### config.mk
export PLATFORM = sky130hd
export DESIGN_NAME = questionable_status_group
export DESIGN_NICKNAME = d
export VERILOG_FILES = /design/src/inc/ques_status_pkg.sv /design/src/rtl/questionable_status_group.sv /design/src/rtl/cond_sync.sv
export VERILOG_INCLUDE_DIRS = /design/src /design/src/inc
export SDC_FILE = /design/constraint.sdc
export NUM_CORES = 1
export LEC_CHECK = 0
export CAP_MARGIN = 20
export CORE_ASPECT_RATIO = 0.6
export CORE_MARGIN = 4
export CORE_UTILIZATION = 30
export DETAILED_ROUTE_END_ITERATION = 7
export DONT_BUFFER_PORTS = 1
export PLACE_DENSITY = 0.48
export SLEW_MARGIN = 20
export SYNTH_ARGS = -nofsm -noshare
export SYNTH_HDL_FRONTEND = slang
export SYNTH_HIERARCHICAL = 1
export SYNTH_SLANG_ARGS = --single-unit
### constraint.sdc
create_clock -name clk_i -period 1.7 [get_ports clk_i]
set_input_delay 0 -clock clk_i [delete_from_list [all_inputs] [get_ports clk_i]]
set_output_delay 0 -clock clk_i [all_outputs]
set_load 0.03 [all_outputs]
### src/inc/ques_status_defines.svh
// Constants for the questionable status group
`ifndef QUES_STATUS_DEFINES_SVH
`define QUES_STATUS_DEFINES_SVH
`define QS_WIDTH 16
`define QS_BIT_VOLT 0
`define QS_BIT_CURR 1
`define QS_BIT_TEMP 4
`define QS_BIT_OVP 9
`define QS_BIT_OCP 10
`define QS_IMPL_MASK 16'h0613
`define QS_EVENT_RESET 16'h0000
`define QS_MASK_RESET 16'h0000
`define QS_STB_QUES_BIT 3
`define QS_STB_ESB_BIT 5
`define QS_STB_RESET 8'h00
`define QS_SYNC_STAGES 2
`endif

### src/inc/ques_status_pkg.sv
// Types for the questionable status group
package ques_status_pkg;
    typedef struct packed {
        logic volt_unreg;
        logic curr_unreg;
        logic fan_fault;
        logic ovp_trip;
        logic ocp_trip;
    } cond_t;

    typedef struct packed {
        logic read_event;
        logic read_mask;
        logic write_mask;
        logic clear_status;
        logic device_reset;
        logic device_clear;
        logic [15:0] wdata;
    } host_cmd_t;

    typedef enum logic [1:0] {
        RD_NONE,
        RD_EVENT,
        RD_MASK
    } rd_sel_t;
endpackage : ques_status_pkg

### src/rtl/questionable_status_group.sv
// Questionable event latch, enable mask and status byte summary
`timescale 1ns/1ps
`default_nettype none
`include "ques_status_defines.svh"
module questionable_status_group
    import ques_status_pkg::*;
(
    input wire logic clk_i,
    input wire logic reset_i,
    input wire cond_t cond_i,
    input wire host_cmd_t cmd_i,
    input wire logic std_event_summary_i,
    output logic [15:0] rdata_o,
    output logic rvalid_o,
    output logic ques_summary_o,
    output logic [7:0] status_byte_o
);
    cond_t cond_sync_w;
    logic [15:0] event_reg;
    logic [15:0] event_next;
    logic [15:0] mask_reg;
    logic [15:0] mask_next;
    logic [15:0] rdata_reg;
    logic [15:0] rdata_next;
    logic rvalid_reg;
    logic rvalid_next;
    logic summary_reg;
    logic summary_next;
    logic [7:0] stb_reg;
    logic [7:0] stb_next;
    logic [15:0] set_vec;

    function automatic logic [15:0] cond_to_bits(input cond_t c);
        logic [15:0] v;
        v = 16'h0000;
        v[`QS_BIT_VOLT] = c.volt_unreg;
        v[`QS_BIT_CURR] = c.curr_unreg;
        v[`QS_BIT_TEMP] = c.fan_fault;
        v[`QS_BIT_OVP] = c.ovp_trip;
        v[`QS_BIT_OCP] = c.ocp_trip;
        return v & `QS_IMPL_MASK;
    endfunction : cond_to_bits

    cond_sync u_cond_sync (
        .clk_i(clk_i),
        .reset_i(reset_i),
        .cond_i(cond_i),
        .cond_o(cond_sync_w)
    );

    assign set_vec = cond_to_bits(cond_sync_w);

    // Event latch: a condition arriving with a clear still lands
    always_comb begin
        event_next = event_reg;
        if (cmd_i.read_event || cmd_i.clear_status) begin
            event_next = 16'h0000;
        end
        // Reset command and device clear deliberately not decoded here
        event_next = (event_next | set_vec) & `QS_IMPL_MASK;
    end

    // Enable mask: only a mask write changes it
    always_comb begin
        mask_next = mask_reg;
        if (cmd_i.write_mask) begin
            mask_next = cmd_i.wdata;
        end
    end

    // Read data: snapshot before the read-clear takes effect
    always_comb begin
        rdata_next = rdata_reg;
        rvalid_next = 1'b0;
        if (cmd_i.read_event) begin
            rdata_next = event_reg;
            rvalid_next = 1'b1;
        end else if (cmd_i.read_mask) begin
            rdata_next = mask_reg;
            rvalid_next = 1'b1;
        end
    end

    // Summary and status byte follow the next-state values
    always_comb begin
        summary_next = |(event_next & mask_next);
        stb_next = `QS_STB_RESET;
        stb_next[`QS_STB_QUES_BIT] = summary_next;
        stb_next[`QS_STB_ESB_BIT] = std_event_summary_i;
    end

    always_ff @(posedge clk_i or posedge reset_i) begin
        if (reset_i) begin
            event_reg <= `QS_EVENT_RESET;
            mask_reg <= `QS_MASK_RESET;
            rdata_reg <= 16'h0000;
            rvalid_reg <= 1'b0;
            summary_reg <= 1'b0;
            stb_reg <= `QS_STB_RESET;
        end else begin
            event_reg <= event_next;
            mask_reg <= mask_next;
            rdata_reg <= rdata_next;
            rvalid_reg <= rvalid_next;
            summary_reg <= summary_next;
            stb_reg <= stb_next;
        end
    end

    assign rdata_o = rdata_reg;
    assign rvalid_o = rvalid_reg;
    assign ques_summary_o = summary_reg;
    assign status_byte_o = stb_reg;
endmodule : questionable_status_group
`default_nettype wire

### src/rtl/cond_sync.sv
// Two-stage synchroniser for the condition inputs
`timescale 1ns/1ps
`default_nettype none
module cond_sync
    import ques_status_pkg::*;
(
    input wire logic clk_i,
    input wire logic reset_i,
    input wire cond_t cond_i,
    output cond_t cond_o
);
    cond_t stage1_reg;
    cond_t stage2_reg;

    always_ff @(posedge clk_i or posedge reset_i) begin
        if (reset_i) begin
            stage1_reg <= '0;
            stage2_reg <= '0;
        end else begin
            stage1_reg <= cond_i;
            stage2_reg <= stage1_reg;
        end
    end

    assign cond_o = stage2_reg;
endmodule : cond_sync
`default_nettype wire

==> results.rst, run 1 <==
.. list-table::
   :header-rows: 1

   * - Metric
     - Value
   * - Status
     - complete, no violations
   * - Required time worst endpoint
     - around 1.9 ns
   * - Slew HR
     - 0.291
   * - CTS buffer count
     - 5
   * - Flop and latch count out of synthesis
     - 50
   * - Critical Setup Path Class
     - input port to flop
   * - Total power consumption of the routed design
     - 2470 uW
   * - Kind of cell adding the most delay to the critical path
     - buffers and inverters
   * - Overall die height
     - 68.9 um
   * - Placed wire-length estimate after detailed placement
     - around 2.5 mm
   * - Core outline area
     - 5780 um^2
   * - Antenna Diode Count
     - 0
   * - Insertion delay to the later sink of the worst-skew pair
     - just under 0.3 ns
   * - Average wire per cell in the routed design
     - 15.1 um
   * - Maximum level of the CTS H-tree
     - 2
   * - Max stage delay on crit path
     - 1.24 ns
   * - First-pass GRT wire length
     - a little over 6 mm
   * - Post-CTS setup repair buffer count
     - 0
   * - Remaining global-route overflow
     - 0
   * - Most common library cell in the layout ignoring fill and taps
     - dfrtp_1
   * - Sequential cell area fraction in the yosys report
     - 0.675
   * - Data arrival time at the worst-slack endpoint
     - 1.62 ns
   * - Post-synthesis average cell area
     - 14.4 um^2
   * - Final std cell area, no fill
     - between 2000 and 2500 um^2
   * - Initial Utilization
     - 0.321
   * - Post-layout minimum cycle time
     - 1.47 ns
   * - Pre-CTS setup slack
     - 0.485 ns
   * - Nets
     - 201
   * - Number of I/O port buffers
     - 0
   * - Buffering stage count on the worst path with inverters included
     - 1
   * - Share of final-layout standard cells stronger than drive strength 1
     - 0.0756
   * - Count of antenna-violating nets left after detailed routing
     - 0
   * - Total number of vias
     - approximately 1100
   * - Fillers
     - 563
   * - End-of-flow core utilization
     - 0.419
   * - Post-synth cell types
     - 18
   * - Max-cap viol count
     - 0
   * - Gr usage total
     - 0.113
   * - Syn Inst Count
     - 129
   * - Area enclosed by the die boundary
     - 7540 um^2
   * - Setup slack of the critical path after layout
     - 0.231 ns
   * - Number of max-slew violations in the final report
     - 0
   * - Sort of element at the end of the critical path
     - flop
   * - Type of the worst min-delay path
     - input port to flop
   * - Worst clock skew
     - 0.00441 ns
   * - CTS tree
     - built
   * - CP startpoint kind
     - input port
   * - I/O pin count
     - 56
   * - Post-route DRC
     - 0
   * - DRT iter0 DRCs
     - 18
   * - Synth-to-layout area growth
     - 30.8%
   * - Via count of the first global-routing pass
     - about 1200
   * - Setup repair after global routing missed its margin
     - false
   * - Maximum number of pins on one net before global-route repair
     - 41
   * - Weighted congestion at the end of routability-driven global placement
     - 0.766
   * - TritonCTS Sinks
     - 50
   * - Die X
     - 109 um
   * - Worst-path maximum fanout
     - 16
   * - PD cells
     - 1020 nW/um^2
   * - Number of rows created at floorplan
     - 21
   * - Largest buffer count on any clock path
     - 2
   * - Worst voltage drop across the vdd grid
     - 0.366 mV
   * - Static leakage power
     - 0.00113 uW
   * - Final hold violation count
     - 0
   * - Placed Instance Area
     - 1890 um^2
   * - Max Clk Rate
     - 681 MHz
   * - Tcrit/Tclk final
     - 0.864
   * - Average via count per standard cell
     - 4.30
   * - WL final
     - 3.80 mm
   * - Final-layout setup total negative slack
     - 0 ns
   * - Netlist Area Pre-Place
     - 1850 um^2
   * - Total number of yosys warnings
     - 6
   * - Slowest CP cell
     - dlygate4sd3_1
   * - Antenna violations before repair
     - 0
   * - Clock-pin transition on the worst setup and hold timing paths
     - about 0.09 ns
   * - Tightest Pin Transition
     - between 1 and 1.5 ns
   * - Pre-Repair DR Iteration Count
     - 4
   * - Commonest non-fill, non-tap cells in the layout
     - dfrtp_1, dlygate4sd3_1, mux2i_1
   * - Clock root cell
     - clkbuf_8
   * - List of cells traversed by the critical path
     - dlygate4sd3_1 > mux2i_1 > o21ai_1
   * - Final number of setup-violating endpoints
     - 0
## cell type report
cell class              instances  area [um^2]  share of cell area
flip-flops and latches         50         1250               0.516
multi-input cells              69          524               0.216
repair buffers                 43          430               0.178
clock buffers                   8          110              0.0454
well taps                      80          100              0.0413
inverters                       2         7.51             0.00310
## metrics by stage
step,cells,hold slack [ns]
2_1_floorplan,134,-0.160
3_3_place_gp,202,-0.125
3_5_place_dp,202,-0.107
4_1_cts,252,0.0107
5_1_grt,252,0.0266
6_report,252,0.0203
## cells by family after synthesis
group	count (synthesis)	synth area share
flip-flops	50	0.675
multiplexers	32	0.188
AND/OR/NAND/NOR	19	0.0398
buffers and inverters	15	0.0520
AO/OA/AOI/OAI	12	0.0432
other	1	0.00202
## worst paths after layout
path,from,endpoint,slack [ns],cells past startpoint
min,cmd_i[19],status_byte_o[3]$_DFF_PP0_,0.02,3
min in group asynchronous,reset_i,u_cond_sync/stage1_reg[4]$_DFF_PP0_,0.13,2
max reg2reg,rdata_o[5]$_DFFE_PP0P_,rdata_o[5]$_DFFE_PP0P_,0.25,3
min reg2reg,u_cond_sync/stage1_reg[4]$_DFF_PP0_,u_cond_sync/cond_o[4]$_DFF_PP0_,0.36,0
max in group asynchronous,reset_i,event_reg[10]$_DFF_PP0_,1.06,3
max,cmd_i[20],rdata_o[10]$_DFFE_PP0P_,0.23,3
## per-layer routing
metal / global-route usage / vias to the layer above / wire [um]
li1: - / 502 / -
met1: 0.146 / 548 / 1730
met2: 0.179 / 30 / 1790
met3: 0.0372 / 4 / 240
met4: 0.0420 / 0 / 48
met5: 0 / - / 0
## cells in the mapped netlist
library cell | number | share of area
a21o_1 | 5 | 0.020
a222oi_1 | 1 | 0.0054
a22oi_1 | 1 | 0.0041
buf_2 | 2 | 0.0054
buf_4 | 8 | 0.032
buf_6 | 1 | 0.0061
clkbuf_1 | 2 | 0.0041
conb_1 | 1 | 0.0020
dfrtp_1 | 50 | 0.68
inv_1 | 2 | 0.0041
mux2_1 | 12 | 0.073
mux2_2 | 2 | 0.012
mux2_4 | 2 | 0.016
mux2i_1 | 16 | 0.086
nand2_1 | 6 | 0.012
nor2_1 | 12 | 0.024
o21ai_1 | 5 | 0.014
or2_1 | 1 | 0.0034
## tightest hold or removal path: stages
cell	delay (ns)
mux2_2	0.15
a222oi_1	0.07
nand2_1	0.06
## report_power, final
| part | leakage [uW] | total, uW | internal (uW) | switching, uW |
|---|---|---|---|---|
| sequential | 0.000598 | 1420 | 1280 | 138 |
| clock | 0.0000575 | 775 | 411 | 364 |
| combinational | 0.000471 | 280 | 161 | 119 |
## timing repair
item                                   4_1_cts  5_1_grt
setup endpoints to repair                    0        1
gates resized for setup                      0        1
endpoints found under the hold margin       89        0
hold buffers                                42        0
No activity file was read; power rests on OpenSTA's default activity.
==> inputs of run 2 (changes only) <==
ABC_AREA = 1   (was unset)
==> run 2 against run 1 <==
  * Synthesized cell count is 42% higher
  * Via count is 15% higher
  * Clock power is 9.5% higher
  * Setup slack better by 0.024 ns
  * Power is 0.92% higher
  * Sequential share of layout area is 1.0 points higher
  * Critical path type unchanged
  * Clock-buffer cell count is 3 lower
  * Final cell count is 17% higher
==> results.rst, run 2 <==
.. list-table::
   :header-rows: 1

   * - Metric
     - Value
   * - Critical Setup Path Class
     - input port to flop
   * - Tcrit/Tclk final
     - 0.850
   * - Number of rows created at floorplan
     - 22
   * - Critical Path Start
     - cmd_i[21]
   * - Clock root cell
     - clkbuf_8
   * - Sort of element at the end of the critical path
     - flop
   * - Via count of the first global-routing pass
     - 1275
   * - Type of the worst min-delay path
     - input port to async pin
   * - Static leakage power
     - 0.00114 uW
   * - Overall die height
     - roughly 70 um
   * - Tightest Pin Transition
     - 0.984 ns
   * - Max-cap viol count
     - 0
   * - CTS tree
     - built
   * - Slew HR
     - 0.344
   * - Setup slack of the critical path after layout
     - 0.254 ns
   * - Max Clk Rate
     - 692 MHz
   * - Placed Instance Area
     - 1990 um^2
   * - Initial Utilization
     - 0.313
   * - Number of I/O port buffers
     - 0
   * - Nets
     - 241
   * - Post-layout minimum cycle time
     - approximately 1.4 ns
   * - Largest buffer count on any clock path
     - 2
   * - Post-synth cell types
     - 16
   * - PD cells
     - 1050 nW/um^2
   * - Die X
     - between 100 and 150 um
   * - Worst voltage drop across the vdd grid
     - 0.348 mV
   * - Pre-Repair DR Iteration Count
     - 4
   * - CP startpoint kind
     - input port
   * - Most common library cell in the layout ignoring fill and taps
     - dfrtp_1
   * - Commonest non-fill, non-tap cells in the layout
     - dfrtp_1, inv_1, nand2_1
   * - Netlist Area Pre-Place
     - 1940 um^2
   * - Worst-path maximum fanout
     - 9
   * - Required time worst endpoint
     - 1.87 ns
   * - Flop and latch count out of synthesis
     - 50
   * - Final cell count without fillers
     - 296
   * - Average via count per standard cell
     - 4.22
   * - Clock-pin transition on the worst setup and hold timing paths
     - ~0.10 ns
   * - Maximum number of pins on one net before global-route repair
     - 29
   * - Core outline area
     - 6190 um^2
   * - Post-route DRC
     - 0
   * - Worst setup slack for register-to-register paths
     - 0.52 ns
   * - WL final
     - a little under 4 mm
   * - Endpoint of the worst-slack reg-to-reg timing path
     - mask_reg[2]$_DFFE_PP0P_
   * - Post-synthesis average cell area
     - 10.6 um^2
   * - Weighted congestion at the end of routability-driven global placement
     - 0.715
   * - Pre-CTS setup slack
     - 0.727 ns
   * - Area fraction of the dominant cell type after synthesis
     - 0.645
   * - Commonest cells in the synthesized netlist
     - dfrtp_1, inv_1, nand2_1, o21ai_0, o22ai_2
   * - CTS buffer count
     - 5
   * - Setup repair after global routing missed its margin
     - false
   * - Worst clock skew
     - 0.00279 ns
   * - DRT iter0 DRCs
     - 52
   * - Gr usage total
     - 0.107
   * - Fillers
     - 630
   * - Final number of setup-violating endpoints
     - 0
   * - Final std cell area, no fill
     - between 2000 and 2500 um^2
   * - Most common cell in the netlist
     - dfrtp_1
   * - Fraction of synthesis flops using an asynchronous set or reset pin
     - 1.00
   * - Syn Inst Count
     - 183
   * - Sequential cell area fraction in the yosys report
     - 0.645
   * - Depth of the worst register-to-register path
     - 3
   * - Placed wire-length estimate after detailed placement
     - 2.66 mm
   * - Final-layout setup total negative slack
     - 0 ns
   * - Data arrival time at the worst-slack endpoint
     - 1.62 ns
   * - I/O pin count
     - 56
   * - Synth-to-layout area growth
     - 22.5%
   * - Cell taking the most area after synthesis
     - dfrtp_1
   * - Antenna Diode Count
     - 0
   * - Insertion delay to the later sink of the worst-skew pair
     - around 0.30 ns
   * - First-pass GRT wire length
     - 6.60 mm
   * - Total number of yosys warnings
     - 6
   * - Count of antenna-violating nets left after detailed routing
     - 0
   * - Critical Path End
     - rdata_o[15]$_DFFE_PP0P_
   * - Area enclosed by the die boundary
     - 7860 um^2
   * - Synth area leaders
     - dfrtp_1, inv_1, nand2_1
   * - Main synth FF type
     - dfrtp_1
   * - Number of max-slew violations in the final report
     - 0
   * - Status
     - complete, no violations
   * - Maximum level of the CTS H-tree
     - 2
   * - Number of enable-type register cells in the synthesized netlist
     - 0
   * - Total number of vias
     - approximately 1200
   * - Total instance count after detailed placement
     - 261
   * - Reg2reg start
     - mask_reg[2]$_DFFE_PP0P_
   * - Post-CTS setup repair buffer count
     - 0
   * - Remaining global-route overflow
     - 0
   * - Average wire per cell in the routed design
     - between 10 and 15 um
   * - Share of final-layout standard cells stronger than drive strength 1
     - 0.0991
   * - Antenna violations before repair
     - 0
   * - TritonCTS Sinks
     - 50
   * - Final hold violation count
     - 0
run 2: worst max-delay path, cell delays in order:
cell	delay, ns
dlygate4sd3_1	0.76
inv_1	0.10
nand2_1	0.38
buf_4	0.28
o22ai_1	0.09
run 2: report_power, final:
group	leakage [uW]	switching [uW]	internal, uW
clock network	0.0000585	407	442
logic	0.000476	151	105
registers	0.000606	117	1280
total	0.00114	675	1820
run 2: area by class of cell:
cell class | instances | area, um^2 | area share
Clock buffer | 5 | 68.8 | 0.0290
Clock inverter | 3 | 43.8 | 0.0184
Inverter | 42 | 158 | 0.0664
Multi-Input combinational cell | 82 | 442 | 0.186
Sequential cell | 50 | 1250 | 0.527
Tap cell | 84 | 105 | 0.0442
Timing Repair Buffer | 30 | 308 | 0.130
run 2: what timing repair did:
action | CTS | global route
hold endpoints to repair | 77 | 0
hold buffers | 27 | 0
gates resized for setup | 0 | 1
endpoints found under the setup margin | 0 | 1
run 2: how the worst min path moves through the flow:
stage                                     endpoint  cells after the start
3_3_place_gp   u_cond_sync/stage1_reg[0]$_DFF_PP0_                      1
4_1_cts        u_cond_sync/stage1_reg[0]$_DFF_PP0_                      2
5_1_grt            u_cond_sync/cond_o[0]$_DFF_PP0_                      2
3_5_place_dp   u_cond_sync/stage1_reg[0]$_DFF_PP0_                      1
2_1_floorplan      u_cond_sync/cond_o[0]$_DFF_PP0_                      1
6_report           u_cond_sync/cond_o[0]$_DFF_PP0_                      2
run 2: cell families (layout without fill, tap and decap cells):
logic type	after synthesis	in the layout	share of synthesized area
DFF	50	50	0.645
and+or+nand+nor	42	42	0.0839
AOI/OAI and AO/OA	34	34	0.132
buffers and inverters	56	80	0.137
other	1	6	0.00193
run 2: routing by layer:
| metal | share of wire | global-route usage |
|---|---|---|
| met1 | 0.50 | 0.156 |
| met3 | 0.093 | 0.0372 |
| met5 | 0 | 0 |
| met4 | 0.0020 | 0.0202 |
| met2 | 0.40 | 0.153 |
run 2: stage by stage:
step           total power (uW)   util  hold WS (ns)
6_report                   2500  0.384         0.133
3_5_place_dp               1610  0.321        -0.109
2_1_floorplan              1590      -        -0.160
5_1_grt                    2640  0.384         0.158
4_1_cts                    2540  0.383         0.137
3_3_place_gp               1610  0.321        -0.114
